--- src/logic/clkpm_pkg.sv ---
/*
 clock source and power-mode control: shared constants, types and carriers.
 assumes core_clk at 10 MHz stands for the selected oscillator source.
*/
package clkpm_pkg;

   // timing
   localparam int CLK_PERIOD_NS  = 100;
   localparam int WAKE_DELAY_NS  = 10000;
   localparam int WAKE_DELAY_CYC = (WAKE_DELAY_NS / CLK_PERIOD_NS < 1) ? 1
                                   : WAKE_DELAY_NS / CLK_PERIOD_NS;
   localparam int WAKE_CNT_W     = $clog2(WAKE_DELAY_CYC + 1);
   localparam int OST_COUNT      = 1024;
   localparam int POR_PULSE_CYC  = 16;
   localparam int OSC_DIV        = 4;

   // control register layout
   localparam int IDLE_BIT_POS   = 7;
   localparam int READY_BIT_POS  = 3;
   localparam int SEL_LSB_POS    = 0;
   localparam int SEL_MSB_POS    = 1;
   localparam logic       IDLE_RST  = 1'h0;
   localparam logic [1:0] SEL_RST   = 2'h0;
   localparam logic [1:0] SEL_PRIM  = 2'h0;
   localparam logic [1:0] SEL_SECND = 2'h1;

   typedef enum logic [2:0] {
      ext_clock_mode,
      ext_clock_portpin_mode,
      rc_osc_mode,
      rc_osc_portpin_mode,
      crystal_mode
   } osc_mode_t;

   typedef enum logic [1:0] {
      src_primary,
      src_secondary,
      src_internal,
      src_none
   } sys_src_t;

   typedef struct packed {
      logic     cpu_clk_en;
      logic     periph_clk_en;
      logic     primary_osc_en;
      sys_src_t sys_src;
      logic     primary_clock_ready_flag;
      logic     cpu_ready;
   } pm_status_t;

   typedef struct packed {
      logic irq;
      logic wdt;
   } wake_src_t;

endpackage : clkpm_pkg

--- src/logic/sync_2ff.sv ---
/*
 two flip-flop synchroniser for asynchronous levels.
 assumes rst_n is already synchronous to clk; en freezes both stages.
*/
`timescale 1ns/1ps
`default_nettype none
module sync_2ff #(
   parameter int WIDTH = 1
) (
   input  wire logic             clk,
   input  wire logic             rst_n,
   input  wire logic             en,
   input  wire logic [WIDTH-1:0] d,
   output logic      [WIDTH-1:0] q
);
   logic [WIDTH-1:0] meta_q;

   always_ff @(posedge clk or negedge rst_n)
   begin
      if (!rst_n)
      begin
         meta_q <= '0;
         q      <= '0;
      end
      else if (en)
      begin
         meta_q <= d;
         q      <= meta_q;
      end
   end
endmodule : sync_2ff
`default_nettype wire

--- src/logic/clock_power_ctrl.sv ---
/*
 clock source selection, sleep and idle control, wake-up sequencing,
 oscillator pin use and power-on reset pulse.
 assumes the sleep instruction, wake requests and register writes come
 from core logic on core_clk; osc_in_pin, supply_ok and the port pin are
 asynchronous and are synchronised here.
*/
`timescale 1ns/1ps
`default_nettype none
// Function
// external-clock modes: primary ready at once, no start-up delay
// external-clock mode drives oscillator divided by four on output pin
// external-clock port-pin mode frees output pin as port A bit 6
// rc mode drives oscillator divided by four on output pin
// rc port-pin mode frees output pin as port A bit 6
// sleep instruction with idle bit and select bits 000 enters Sleep
// entering Sleep stops primary oscillator and clears ready flag
// Sleep wake: unclocked until ready, or internal block if enabled
// ready flag set once primary clock supplies the system; here set when prim_on and start-up are done, before the switch
// wake-up leaves idle bit and clock-select bits unchanged
// peripherals stay clocked while running regardless of idle bit
// sleep with idle bit set stops CPU, peripherals on selected source
// Idle left only by interrupt, watchdog time-out or reset
// CPU execution starts about 10 us after a wake-up event
// after Idle wake, run from idle source until primary ready
// watchdog time-out in Idle or Sleep wakes instead of reset
// power-on reset pulse generated when supply rise is detected
// crystal modes count 1024 oscillator cycles before primary ready
// ready indication synchronised before switching clock source
module clock_power_ctrl
   import clkpm_pkg::*;
#(
   parameter int OST_CYCLES = OST_COUNT,
   parameter int POR_CYCLES = POR_PULSE_CYC
) (
   input  wire logic       core_clk,
   input  wire logic       arst_n,
   input  wire logic       clk_en,
   input  wire osc_mode_t  osc_mode,
   input  wire logic       osc_wr,
   input  wire logic [7:0] osc_wdata,
   output logic      [7:0] oscillator_control_reg,
   input  wire logic       sleep_instr,
   input  wire wake_src_t  wake_src,
   input  wire logic       two_speed_en,
   input  wire logic       fail_safe_en,
   input  wire logic       osc_in_pin,
   input  wire logic       supply_ok,
   output logic            osc_out_pin_o,
   output logic            osc_out_pin_oe_n,
   input  wire logic       port_a_bit6_out,
   input  wire logic       port_a_bit6_drive,
   output logic            port_a_bit6_in,
   output pm_status_t      pm_status,
   output logic            wdt_reset,
   output logic            por_pulse
);

   localparam int OST_W = $clog2(OST_CYCLES);
   localparam int POR_W = $clog2(POR_CYCLES + 1);
   localparam int WAKE_CYC = WAKE_DELAY_CYC;

   // the pulse check below watches eight cycles of por_pulse
   if (OST_CYCLES < 2 || POR_CYCLES < 8)
   begin : g_param_check
      $error("clock_power_ctrl: needs OST_CYCLES >= 2, POR_CYCLES >= 8");
   end

   typedef enum logic [1:0] {st_run, st_sleep, st_idle, st_wake} pm_state_t;

   function automatic sys_src_t src_of(input logic [1:0] sel);
      if (sel == SEL_PRIM)
         return src_primary;
      else if (sel == SEL_SECND)
         return src_secondary;
      else
         return src_internal;
   endfunction : src_of

   // reset release through two flops
   logic rst_meta_q;
   logic rst_n;

   always_ff @(posedge core_clk or negedge arst_n)
   begin
      if (!arst_n)
      begin
         rst_meta_q <= 1'b0;
         rst_n      <= 1'b0;
      end
      else
      begin
         rst_meta_q <= 1'b1;
         rst_n      <= rst_meta_q;
      end
   end

   // pin inputs
   logic [2:0] pin_sync;
   wire        osc_in_s  = pin_sync[0];
   wire        supply_s  = pin_sync[1];
   wire        port_in_s = pin_sync[2];

   // ready path built only from synchronised oscillator edges
   sync_2ff #(
      .WIDTH (3)
   ) u_pin_sync (
      .clk   (core_clk),
      .rst_n (rst_n),
      .en    (clk_en),
      .d     ({port_a_bit6_drive ? port_a_bit6_out : 1'b0, supply_ok,
               osc_in_pin}),
      .q     (pin_sync)
   );

   // control bits
   logic        idle_enable_q;
   logic [1:0]  clock_select_q;
   pm_state_t   state_q;
   pm_state_t   state_d;
   logic        from_sleep_q;
   logic        prim_forced_q;
   logic        ready_q;
   logic        ready_d;
   logic [OST_W-1:0]      ost_cnt_q;
   logic                  osc_prev_q;
   logic [WAKE_CNT_W-1:0] wake_cnt_q;
   logic [1:0]            div_q;
   logic                  supply_prev_q;
   logic [POR_W-1:0]      por_cnt_q;

   wire wake_any   = wake_src.irq | wake_src.wdt;
   wire osc_edge   = osc_in_s & ~osc_prev_q;
   wire is_crystal = (osc_mode == crystal_mode);
   wire pin_div4   = (osc_mode == ext_clock_mode) ||
                     (osc_mode == rc_osc_mode);
   wire pin_port   = (osc_mode == ext_clock_portpin_mode) ||
                     (osc_mode == rc_osc_portpin_mode);
   wire enter_wake = (state_q == st_sleep || state_q == st_idle) && wake_any;
   wire cpu_ready  = (wake_cnt_q == '0);

   // only software writes touch these; wake-up never does
   always_ff @(posedge core_clk or negedge rst_n)
   begin
      if (!rst_n)
      begin
         idle_enable_q  <= IDLE_RST;
         clock_select_q <= SEL_RST;
      end
      else if (clk_en && osc_wr)
      begin
         idle_enable_q  <= osc_wdata[IDLE_BIT_POS];
         clock_select_q <= osc_wdata[SEL_MSB_POS:SEL_LSB_POS];
      end
   end

   // power-mode sequencing
   always_comb
   begin
      state_d = state_q;
      case (state_q)
         st_run:
            // idle bit clear: sleep; R12 idle bit set: idle
            if (sleep_instr)
               state_d = idle_enable_q ? st_idle : st_sleep;
         st_sleep, st_idle:
            // only interrupt or watchdog leaves; reset is arst_n
            if (wake_any)
               state_d = st_wake;
         st_wake:
            // switch to primary once the ready flag is set
            if (ready_q)
               state_d = st_run;
         default:
            state_d = st_wake;
      endcase
   end

   always_ff @(posedge core_clk or negedge rst_n)
   begin
      if (!rst_n)
      begin
         state_q       <= st_wake;
         from_sleep_q  <= 1'b1;
         prim_forced_q <= 1'b1;
      end
      else if (clk_en)
      begin
         state_q <= state_d;
         if (enter_wake)
            from_sleep_q <= (state_q == st_sleep);
         // wake wins over a write in the same cycle
         if (enter_wake)
            prim_forced_q <= 1'b1;
         else if (osc_wr)
            prim_forced_q <= 1'b0;
      end
   end

   // primary oscillator and clock routing
   wire        prim_on = (state_q == st_run) || (state_q == st_wake) ||
                         (state_q == st_idle && clock_select_q == SEL_PRIM);
   sys_src_t   src_sel;

   always_comb
   begin
      case (state_q)
         // after a wake, primary until software rewrites the select
         st_run:   src_sel = prim_forced_q ? src_primary
                             : src_of(clock_select_q);
         st_idle:  src_sel = src_of(clock_select_q);
         st_sleep: src_sel = src_none;
         // sleep wake: none, or internal block with two-speed or monitor
         st_wake:  src_sel = !from_sleep_q ? src_of(clock_select_q)
                             : (two_speed_en || fail_safe_en) ? src_internal
                             : src_none;
         default:  src_sel = src_none;
      endcase
   end

   // crystal start-up counted on synchronised oscillator edges
   always_comb
   begin
      ready_d = ready_q;
      // oscillator stopped clears the flag
      if (!prim_on)
         ready_d = 1'b0;
      // external clock and rc need no start-up count
      else if (!is_crystal)
         ready_d = 1'b1;
      else if (osc_edge && ost_cnt_q == OST_W'(OST_CYCLES - 1))
         ready_d = 1'b1;
   end

   // flag set once the primary runs and start-up is done, before the source switch
   always_ff @(posedge core_clk or negedge rst_n)
   begin
      if (!rst_n)
      begin
         ready_q    <= 1'b0;
         ost_cnt_q  <= '0;
         osc_prev_q <= 1'b0;
      end
      else if (clk_en)
      begin
         ready_q    <= ready_d;
         osc_prev_q <= osc_in_s;
         if (!prim_on || ready_q)
            ost_cnt_q <= '0;
         else if (osc_edge)
            ost_cnt_q <= ost_cnt_q + OST_W'(1);
      end
   end

   // cpu held off for the wake delay
   always_ff @(posedge core_clk or negedge rst_n)
   begin
      if (!rst_n)
         wake_cnt_q <= '0;
      else if (clk_en)
      begin
         if (enter_wake)
            wake_cnt_q <= WAKE_CNT_W'(WAKE_CYC);
         else if (!cpu_ready)
            wake_cnt_q <= wake_cnt_q - WAKE_CNT_W'(1);
      end
   end

   // status: cpu runs only when awake, past the delay and clocked
   wire cpu_on    = (state_q == st_run || state_q == st_wake) &&
                    cpu_ready && src_sel != src_none;
   // peripherals follow the source in every state but sleep
   wire periph_on = (state_q != st_sleep) && src_sel != src_none;

   always_comb
   begin
      pm_status.cpu_clk_en               = cpu_on;
      pm_status.periph_clk_en            = periph_on;
      pm_status.primary_osc_en           = prim_on;
      pm_status.sys_src                  = src_sel;
      pm_status.primary_clock_ready_flag = ready_q;
      pm_status.cpu_ready                = cpu_ready;
   end

   always_comb
   begin
      oscillator_control_reg                = 8'h00;
      oscillator_control_reg[IDLE_BIT_POS]  = idle_enable_q;
      oscillator_control_reg[READY_BIT_POS] = ready_q;
      oscillator_control_reg[SEL_MSB_POS:SEL_LSB_POS] = clock_select_q;
   end

   // oscillator output pin; divider stops with the oscillator
   always_ff @(posedge core_clk or negedge rst_n)
   begin
      if (!rst_n)
         div_q <= 2'h0;
      else if (clk_en)
         div_q <= prim_on ? div_q + 2'h1 : 2'h0;
   end

   logic pin_q;
   logic pin_oe_n_q;
   logic port_in_q;

   always_ff @(posedge core_clk or negedge rst_n)
   begin
      if (!rst_n)
      begin
         pin_q      <= 1'b0;
         pin_oe_n_q <= 1'b1;
         port_in_q  <= 1'b0;
      end
      else if (clk_en)
      begin
         // divide by four drives the pin
         if (pin_div4)
         begin
            pin_q      <= div_q[1];
            pin_oe_n_q <= 1'b0;
         end
         // pin handed to port A bit 6
         else if (pin_port)
         begin
            pin_q      <= port_a_bit6_out;
            pin_oe_n_q <= ~port_a_bit6_drive;
         end
         else
         begin
            pin_q      <= 1'b0;
            pin_oe_n_q <= 1'b1;
         end
         port_in_q <= pin_port & port_in_s;
      end
   end

   assign osc_out_pin_o    = pin_q;
   assign osc_out_pin_oe_n = pin_oe_n_q;
   assign port_a_bit6_in   = port_in_q;

   // watchdog: reset only from a running state
   always_ff @(posedge core_clk or negedge rst_n)
   begin
      if (!rst_n)
         wdt_reset <= 1'b0;
      else if (clk_en)
         // sleep and idle treat time-out as wake
         wdt_reset <= wake_src.wdt &&
                      (state_q == st_run || state_q == st_wake);
   end

   // pulse on each supply rise seen after synchronising
   always_ff @(posedge core_clk or negedge rst_n)
   begin
      if (!rst_n)
      begin
         supply_prev_q <= 1'b0;
         por_cnt_q     <= '0;
      end
      else if (clk_en)
      begin
         supply_prev_q <= supply_s;
         if (supply_s && !supply_prev_q)
            por_cnt_q <= POR_W'(POR_CYCLES);
         else if (por_cnt_q != '0)
            por_cnt_q <= por_cnt_q - POR_W'(1);
      end
   end

   assign por_pulse = (por_cnt_q != '0);
endmodule : clock_power_ctrl
`default_nettype wire

--- config.mk ---
export PLATFORM = sky130hd
export DESIGN_NAME = clock_power_ctrl
export DESIGN_NICKNAME = d
export VERILOG_FILES = /design/src/logic/clkpm_pkg.sv /design/src/logic/sync_2ff.sv /design/src/logic/clock_power_ctrl.sv
export SDC_FILE = /design/constraint.sdc
export NUM_CORES = 1
export LEC_CHECK = 0
export ABC_CLOCK_PERIOD_IN_PS = 3510
export BUFFER_PORTS_ARGS = -buffer_cell sky130_fd_sc_hd__buf_2
export CORE_MARGIN = 5
export CORE_UTILIZATION = 32
export DETAILED_ROUTE_END_ITERATION = 12
export PLACE_DENSITY = 0.6
export REMOVE_ABC_BUFFERS = 1
export SYNTH_ARGS = -nofsm -noshare
export SYNTH_HDL_FRONTEND = slang
export SYNTH_SLANG_ARGS = --single-unit
--- constraint.sdc ---
create_clock -name core_clk -period 3.51 [get_ports core_clk]
set_input_delay 0.1755 -clock core_clk [delete_from_list [all_inputs] [get_ports core_clk]]
set_output_delay 0.1755 -clock core_clk [all_outputs]
set_load 0.005 [all_outputs]
=== Yosys cells after proc, flatten, opt, wreduce, memory -nomap -nowiden ===
Index checks and enable logic that the tools add are counted.

* Flip-flop bits (word level): 46
* Bits of input ports: 24
* Output and inout bits: 20
* Logic and storage cells: 107

* $add $sub $neg: 4
* Equal/unequal tests: 16
* Muxes and demuxes: 28
* Bitwise logic cells: 5
* Reduce and logical (&&, ||, !) cells: 34

{| class="wikitable"
|+ Operator list
! cell !! number
|-
| $mux W10 || 2
|-
| $mux W2 || 9
|-
| $mux W7 || 2
|-
| $reduce_and A2 Y1 || 6
|-
| $mux W1 || 11
|-
| $add A10 B1 Y10 const B || 1
|-
| $eq A10 B10 Y1 const B || 1
|-
| $mux W5 || 2
|-
| $ne A2 B2 Y1 const B || 5
|-
| $logic_and A1 B1 Y1 || 9
|-
| $pmux W2 S4 || 1
|-
| $logic_not A7 Y1 || 1
|-
| $logic_or A1 B1 Y1 || 7
|-
| $sub A7 B1 Y7 const B || 1
|-
| $eq A3 B2 Y1 const B || 2
|-
| $pmux W2 S3 || 1
|-
| $reduce_bool A2 Y1 || 3
|-
| $reduce_bool A5 Y1 || 1
|-
| $sub A5 B1 Y5 const B || 1
|-
| $eq A2 B1 Y1 const B || 2
|-
| $eq A2 B2 Y1 const B || 2
|-
| $logic_not A2 Y1 || 2
|-
| $reduce_and A4 Y1 || 1
|-
| $eq A3 B1 Y1 const B || 1
|-
| 10 further kinds || 13
|}

=== Depth between registers and ports, before layout ===
Gate-level depths: netlist of the first run.

* Depth in word-level cells: 7
* Depth in mapped cells: 7
* Depth with buffers taken out: 7

=== Hierarchy ===
Synthesis of the first run repeated with hierarchy kept, for this count alone.

* Cells, all modules: 243
* Area, all modules: 2,449.8 um^2

{| class="wikitable"
|+ Modules (own cells, without submodules)
! module !! instances !! cells an instance !! area an instance (um^2) !! sequential area each (um^2)
|-
| clock_power_ctrl || 1 || 230 || 2,198.4 || 1,007.2
|-
| sync_2ff || 1 || 13 || 251.5 || 150.1
|}

=== Worst setup path after synthesis of the first run ===
Ideal clock, no wire load.

* Path kind: reg-to-output
* From: register wake_cnt_q[0]
* To: output port pm_status[6] (netlist bit)
* Arrival time: 1.688 ns
* Data required time: 3.334 ns
* Path slack: 1.647 ns
* Cell stages (with the launch flop): 7
* Buffers on the path: 1
* Path through: dfrtp_1 -> inv_1 -> ha_1 -> or4b_4 -> or2_4 -> a211oi_2 -> buf_4

* Word-level cells in the longest chain between the ends: 3

{| class="wikitable"
|+ Ends and longest elaborated chain
! what !! line !! source
|-
| start: declaration || clock_power_ctrl.sv:127 || <nowiki>logic [WAKE_CNT_W-1:0] wake_cnt_q;</nowiki>
|-
| start signal: assignment || clock_power_ctrl.sv:263 || <nowiki>wake_cnt_q <= WAKE_CNT_W'(WAKE_CYC);</nowiki>
|-
| start signal: assignment || clock_power_ctrl.sv:265 || <nowiki>wake_cnt_q <= wake_cnt_q - WAKE_CNT_W'(1);</nowiki>
|-
| $logic_not A7 Y1 || clock_power_ctrl.sv:140 || <nowiki>wire cpu_ready = (wake_cnt_q == '0);</nowiki>
|-
| $logic_and A1 B1 Y1 || clock_power_ctrl.sv:270 || <nowiki>wire cpu_on = (state_q == st_run || state_q == st_wake) &&</nowiki>
|-
| $logic_and A1 B1 Y1 || clock_power_ctrl.sv:271 || <nowiki>cpu_ready && src_sel != src_none;</nowiki>
|-
| end: declaration || clock_power_ctrl.sv:54 || <nowiki>output pm_status_t pm_status,</nowiki>
|}

Every way passes these cells.

==> metrics.txt, run 1 <==
Crit Path Class flop to output pin; htree depth 2; first-pass GRT wire length 8.562 mm; Area Overhead vs Synth 12.15%; RSZ-0062 raised after global routing false; CTS tree yes; num rows 32; post-synthesis cell type count 48; worst skew pair latency 290 ps; Area contributors post-synth dfrtp_1 (42%), dfstp_2 (5.3%), mux2_2 (5.0%); fin util 36.28%; Worst EP required 3330 ps; number of setup violations in the final report 0; core footprint 7607 um^2; Die Span Y 97.70 um; count leader, synth dfrtp_1; Top Usage Layer GRT met2; status finished, final reports clean; Seq/Total Area, Yosys 47.03%; CP max FO 5; Mean Syn Cell Area 9.844 um^2; M3 GR Usage 3.230%; Yosys warnings 0; Synth Flop Type dfrtp_1; die width 97.70 um; post-route setup TNS 0 ps; I/O pin count 44; pwr dens 681.1 nW/um^2; Post-synth EDFFs 0; share of Yosys cell area claimed by the top area cell type 41.69%; WL final 4.838 mm; Peak Freq 435.4 MHz; Final GP Congestion 0.7516; Slew HR 37.49%; CTS resizes 0; Slew Limit Fails 0; First-pass DRT Iterations 4; clk sinks 46; final hold slack 118.5 ps; Clock Pin Slew Worst Setup and Hold Paths 80 ps; crit share post-route 65.43%; drc violations 0; Die Area 9545 um^2; largest area contributor in the netlist dfrtp_1; WL per Instance 12.70 um; CTS Root Cell clkbuf_8; Lkg Pwr 1.219 nW; Hold Vio Cnt, Final 0; Antenna diodes 0; fraction of layout cells with a size suffix above 1 24.01%; Vias/cell 4.675; number of global-route vias before repair 1834; maximum clock path buffer count 2; Setup crit end kind output pin; share of flip-flops with an asynchronous set or reset 100.0%; worst slew pin tran 937.6 ps; DR iter-0 viols 56; Post-DRT Antenna Nets 0; Net count, final 310; min Tclk post-route 2297 ps; top post-synthesis cells by count dfrtp_1 (41), nand2_1 (25), nor2_1 (21), o21ai_0 (19), inv_1 (18); largest net degree at the start of global routing 45; antenna violations before repair 0; mapped cell area 2461 um^2; Max Cap Viol 0; hold buffers post-CTS 1; worst clock skew 6.467 ps; half-perimeter wire length after placement 3.589 mm; Post-CTS Setup Repair Bufs 0; Num CTS Buffers 5; nature of the critical path startpoint flop; global-route track usage on met2 16.66%; synthesized flop and latch total 46; Hold WC Path Type input pin to flop; peak supply drop 0.2354 mV; FILL cells 815; initial core utilization 32.35%; routed vias 1781; Total Routing Usage GR 10.82%; GR Util met1 14.34%; GR Overflow Total 0; Port-buffer cells 34; CP arrival 2120 ps; synthesized instance count 250
==> cell usage in the layout, fill, tap and decap left out, types with 3 or more instances in the layout <==
cell type	n
nand2_1	25
a21oi_1	8
nand2b_1	5
nor3_1	7
clkbuf_8	5
ha_1	8
conb_1	5
xnor2_1	8
nand3_1	5
mux2_2	11
a22o_1	3
nor2_1	21
nor4_1	3
o21ai_0	19
inv_1	18
dfrtp_1	40
dfstp_2	5
o21a_1	4
nand3b_1	3
nand4b_1	3
buf_2	34
==> report_power, final <==
group          internal (mW)  switching, mW  leakage, nW
sequential             0.681          0.150        0.567
combinational          0.342          0.397        0.607
clock                  0.138          0.171       0.0450
==> worst max-delay path, cell delays in order (launching register included) <==
cell and delay, ps:
dfrtp_1 410, inv_1 70, ha_1 230, or4b_4 520, or2_4 280, a211oi_2 190
buf_2 140
==> flip-flops by register name (all words and copies together) (netlist names), 2 cells and up <==
name,flops
ost_cnt_q,10
wake_cnt_q,7
por_cnt_q,5
u_pin_sync.meta_q,3
u_pin_sync.q,3
clock_select_q,2
div_q,2
state_q,2
==> cell families (layout without fill, tap and decap cells) <==
family | count (synthesis) | count (layout) | synth area share [%]
flops | 46 | 46 | 47.03
xor+xnor | 9 | 9 | 3.203
simple gates | 87 | 87 | 18.51
mux | 13 | 13 | 5.847
other cells | 2 | 5 | 0.3051
buf+inv | 36 | 62 | 7.269
compound gates | 49 | 49 | 13.78
fa+ha+maj | 8 | 8 | 4.067
==> path summary, 6_finish.rpt <==
check	from	end	slack, ps	cells after the start
min in group asynchronous	arst_n	rst_meta_q	180	2
max in group asynchronous	rst_n	idle_enable_q	2500	0
worst max register to register	state_q[0]	ost_cnt_q[9]	1560	5
worst min register to register	rst_meta_q	rst_n	350	0
worst min-delay path	osc_wdata[7]	idle_enable_q	120	2
worst max-delay path	wake_cnt_q[0]	pm_status[6]	1210	6
==> area by class of cell <==
cell class	count	area (um^2)	share of cell area, %
inverter	18	67.56	2.448
timing repair buffer	36	187.7	6.800
clock inverter	2	10.01	0.3626
clock buffer	6	72.57	2.629
sequential	46	1159	41.98
tap	102	127.6	4.624
multi-input combinational	171	1136	41.16
==> per-layer routing <==
metal	wire, um	vias up
met5	0	-
met4	56	0
met3	237	4
met2	2125	34
met1	2419	837
li1	-	906
==> per-stage QoR <==
| step | power (mW) | instance area, um^2 | worst slack [ps] | std cells |
|---|---|---|---|---|
| 5_1_grt | 2.061 | 2760 | 1095 | 381 |
| 3_5_place_dp | 1.588 | 2668 | 1540 | 372 |
| 3_3_place_gp | 1.562 | 2668 | 1553 | 372 |
| 4_1_cts | 1.906 | 2760 | 1204 | 381 |
| 6_report | 1.880 | 2760 | 1213 | 381 |
| 2_1_floorplan | 1.336 | 2361 | 1747 | 235 |
(Power assumes the default switching activity.)
==> inputs of run 2 (changes only) <==
ABC_CLOCK_PERIOD_IN_PS = 2000   (was 3510)
PLACE_DENSITY = 0.61   (was 0.6)
clock period = 2 ns   (was 3.51 ns; I/O delays follow)
==> run 2 against run 1 <==
Net effect:
- combinational power increased by 98%
- highest routed layer unchanged
- worst setup slack lost 1200 ps
- die area is the same
- first-iteration DRC count decreased by 21%
- largest power group is now combinational cells
- worst hold slack lost 82 ps
- largest cell class unchanged
- the run now ends with negative setup slack left
==> metrics.txt, run 2 (synthesized netlist as in run 1, its figures left out) <==
status complete, but fails checks (was finished, final reports clean); nature of the critical path startpoint flop (unchanged); CTS Root Cell clkbuf_8 (unchanged); DR iter-0 viols 44 (was 56); clock network power share 16.6% (was 16.5%); most common cell after layout, fill and taps aside dfrtp_1 (unchanged); crit share post-route 101.4%; R2R cell count 7 (was 5); Clock Pin Slew Worst Setup and Hold Paths 90 ps (was 80 ps); worst-path cell chain inv_1 -> ha_2 -> or4b_4 -> or2_4 -> a211oi_2 -> buf_2 (was inv_1 -> ha_1 -> or4b_4 -> or2_4 -> a211oi_2 -> buf_2); number of flip-flops in the largest register 10 (unchanged); Die Area 9545 um^2 (unchanged); Peak Freq 493.1 MHz; first-pass GRT wire length 8.797 mm (was 8.562 mm); worst clock skew 9.482 ps (was 6.467 ps); FILL cells 777 (was 815); largest net degree at the start of global routing 34 (was 45); internal power 2.189 mW (was 1.162 mW); clk sinks 46 (unchanged); Worst Slack Setup Final -28.00 ps (was 1213 ps); Hold Vio Cnt, Final 0 (unchanged); CP max FO 2 (was 5); post-route setup TNS -48.90 ps (was 0 ps); num rows 32 (unchanged); worst skew pair latency 300 ps (was 290 ps); Top reg by flops ost_cnt_q (unchanged); routed vias 1861 (was 1781); Antenna diodes 0 (unchanged); slowest CP cell or4b_4 (unchanged); half-perimeter wire length after placement 3.804 mm (was 3.589 mm); Num CTS Buffers 5 (unchanged); number of global-route vias before repair 1897 (was 1834); WL per Instance 12.86 um (was 12.70 um); RR Startpoint wake_cnt_q[1] (was state_q[0]); Reg2Reg Setup Slack 210 ps (was 1560 ps); CP arrival 1930 ps (was 2120 ps); RSZ-0062 raised after global routing true (was false); Lkg Pwr 1.270 nW (was 1.219 nW); Slew Limit Fails 0 (unchanged); Psw 1.289 mW (was 0.7178 mW); htree depth 2 (unchanged); pwr dens 1218 nW/um^2 (was 681.1 nW/um^2); antenna violations before repair 0 (unchanged); Post-Place Worst Slack 169.6 ps (was 1540 ps); Net count, final 319 (was 310); crit path launch wake_cnt_q[1] (was wake_cnt_q[0]); fraction of layout cells with a size suffix above 1 27.43% (was 24.01%); Setup crit end kind output pin (unchanged); Reg-to-Reg End wake_cnt_q[1] (was ost_cnt_q[9]); Worst path max stage delay 460 ps (was 520 ps); Area Overhead vs Synth 16.01% (was 12.15%); drc violations 0 (unchanged); die width 97.70 um (unchanged); Post-DRT Antenna Nets 0 (unchanged); CTS tree yes (unchanged); maximum clock path buffer count 2 (unchanged); Final GP Congestion 0.7599 (was 0.7516); GR Overflow Total 0 (unchanged); Crit Path Class flop to output pin (unchanged); WL final 5.015 mm (was 4.838 mm); critical path endpoint pm_status[6] (unchanged); failing checks negative setup slack; I/O pin count 44 (unchanged); initial core utilization 32.35% (unchanged); switch share 37.06% (was 38.19%); top flop regs ost_cnt_q (10), wake_cnt_q (7), por_cnt_q (5) (unchanged); Worst EP required 1900 ps (was 3330 ps); Max Cap Viol 0 (unchanged); peak supply drop 0.4629 mV (was 0.2354 mV); core footprint 7607 um^2 (unchanged); Total Routing Usage GR 11.08% (was 10.82%); First-pass DRT Iterations 4 (unchanged); number of setup violations in the final report 2 (was 0); sequential power share 41.4% (was 44.2%); Die Span Y 97.70 um (unchanged); Hold WC Path Type input pin to flop (unchanged); min Tclk post-route 2028 ps; commonest cells after routing, fill and taps aside dfrtp_1 (40), buf_2 (34), nand2_1 (25) (unchanged); Port-buffer cells 34 (unchanged); Vias/cell 4.772 (was 4.675); Logic pwr share 42.0% (was 39.3%)
[run 2: cell types whose count changed in the layout (fill, tap and decap cells not counted)]
cell,previous run,this run
ha_2,0,1
inv_1,18,17
o21ai_2,0,1
buf_4,1,9
clkinv_2,2,1
inv_2,0,1
ha_1,8,7
clkbuf_8,5,6
buf_12,0,1
o21ai_0,19,18
[run 2: repair_timing]
item / in CTS / in global routing
hold buffers: 1 / 0
setup endpoints to repair: 1 / 6
gates resized for setup: 1 / 3
pin swaps: 3 / 0
setup buffers: 4 / 0
hold endpoints to repair: 2 / 0
[run 2: power by group through the flow]
stage                     registers (mW)  clock network, mW  logic [mW]
after global routing                1.48              0.657        1.66
final                               1.44              0.579        1.46
after global placement              1.45                  0        1.37
after floorplan                     1.40                  0       0.940
after detailed placement            1.46                  0        1.41
after CTS                           1.44              0.609        1.47
[run 2: cell type report]
class / instances / area [um^2] / share of cell area (%)
multi-input combinational: 171 / 1142 / 40.01
inverter: 18 / 67.56 / 2.366
sequential: 46 / 1159 / 40.58
clock buffer: 7 / 86.33 / 3.024
timing repair buffer: 45 / 267.8 / 9.378
tap: 102 / 127.6 / 4.470
clock inverter: 1 / 5.005 / 0.1753
[run 2: critical path: cells and delay by family, from the launching register on]
family	cells	cell delay, ps
compound gates	1	150
buf+inv	2	200
flops	1	380
simple gates	2	730
fa+ha+maj	1	170
[run 2: routing by layer]
layer  vias up  routed length (um)  track usage, %  part of all wire [%]
li1        921                   -               -                     -
met5         -                   0               0                     0
met4         0                  76           3.514                   1.5
met3         9                 273           3.159                   5.4
met2        45                2319           17.55                    46
met1       886                2346           14.67                    47
[run 2: worst min-delay path by stage]
stage	startpoint	endpoint	slack, ps	cells after the start
floorplan	arst_n	rst_meta_q	-200	0
global placement	arst_n	rst_meta_q	-110	1
detailed placement	arst_n	rst_meta_q	-110	1
CTS	osc_wdata[0]	clock_select_q[0]	20	2
global route	osc_wdata[0]	clock_select_q[0]	20	2
finish	osc_wdata[0]	clock_select_q[0]	40	2
[run 2: metrics by stage]
step | hold slack [ps] | std cells | util [%] | power [mW] | area (um^2)
finish | 36.02 | 390 | 37.53 | 3.478 | 2855
global route | 17.82 | 390 | 37.53 | 3.797 | 2855
CTS | 24.05 | 390 | 37.48 | 3.518 | 2851
detailed placement | -110.3 | 377 | 35.72 | 2.875 | 2718
global placement | -113.4 | 377 | 35.72 | 2.823 | 2718
floorplan | -195.6 | 235 | - | 2.344 | 2361
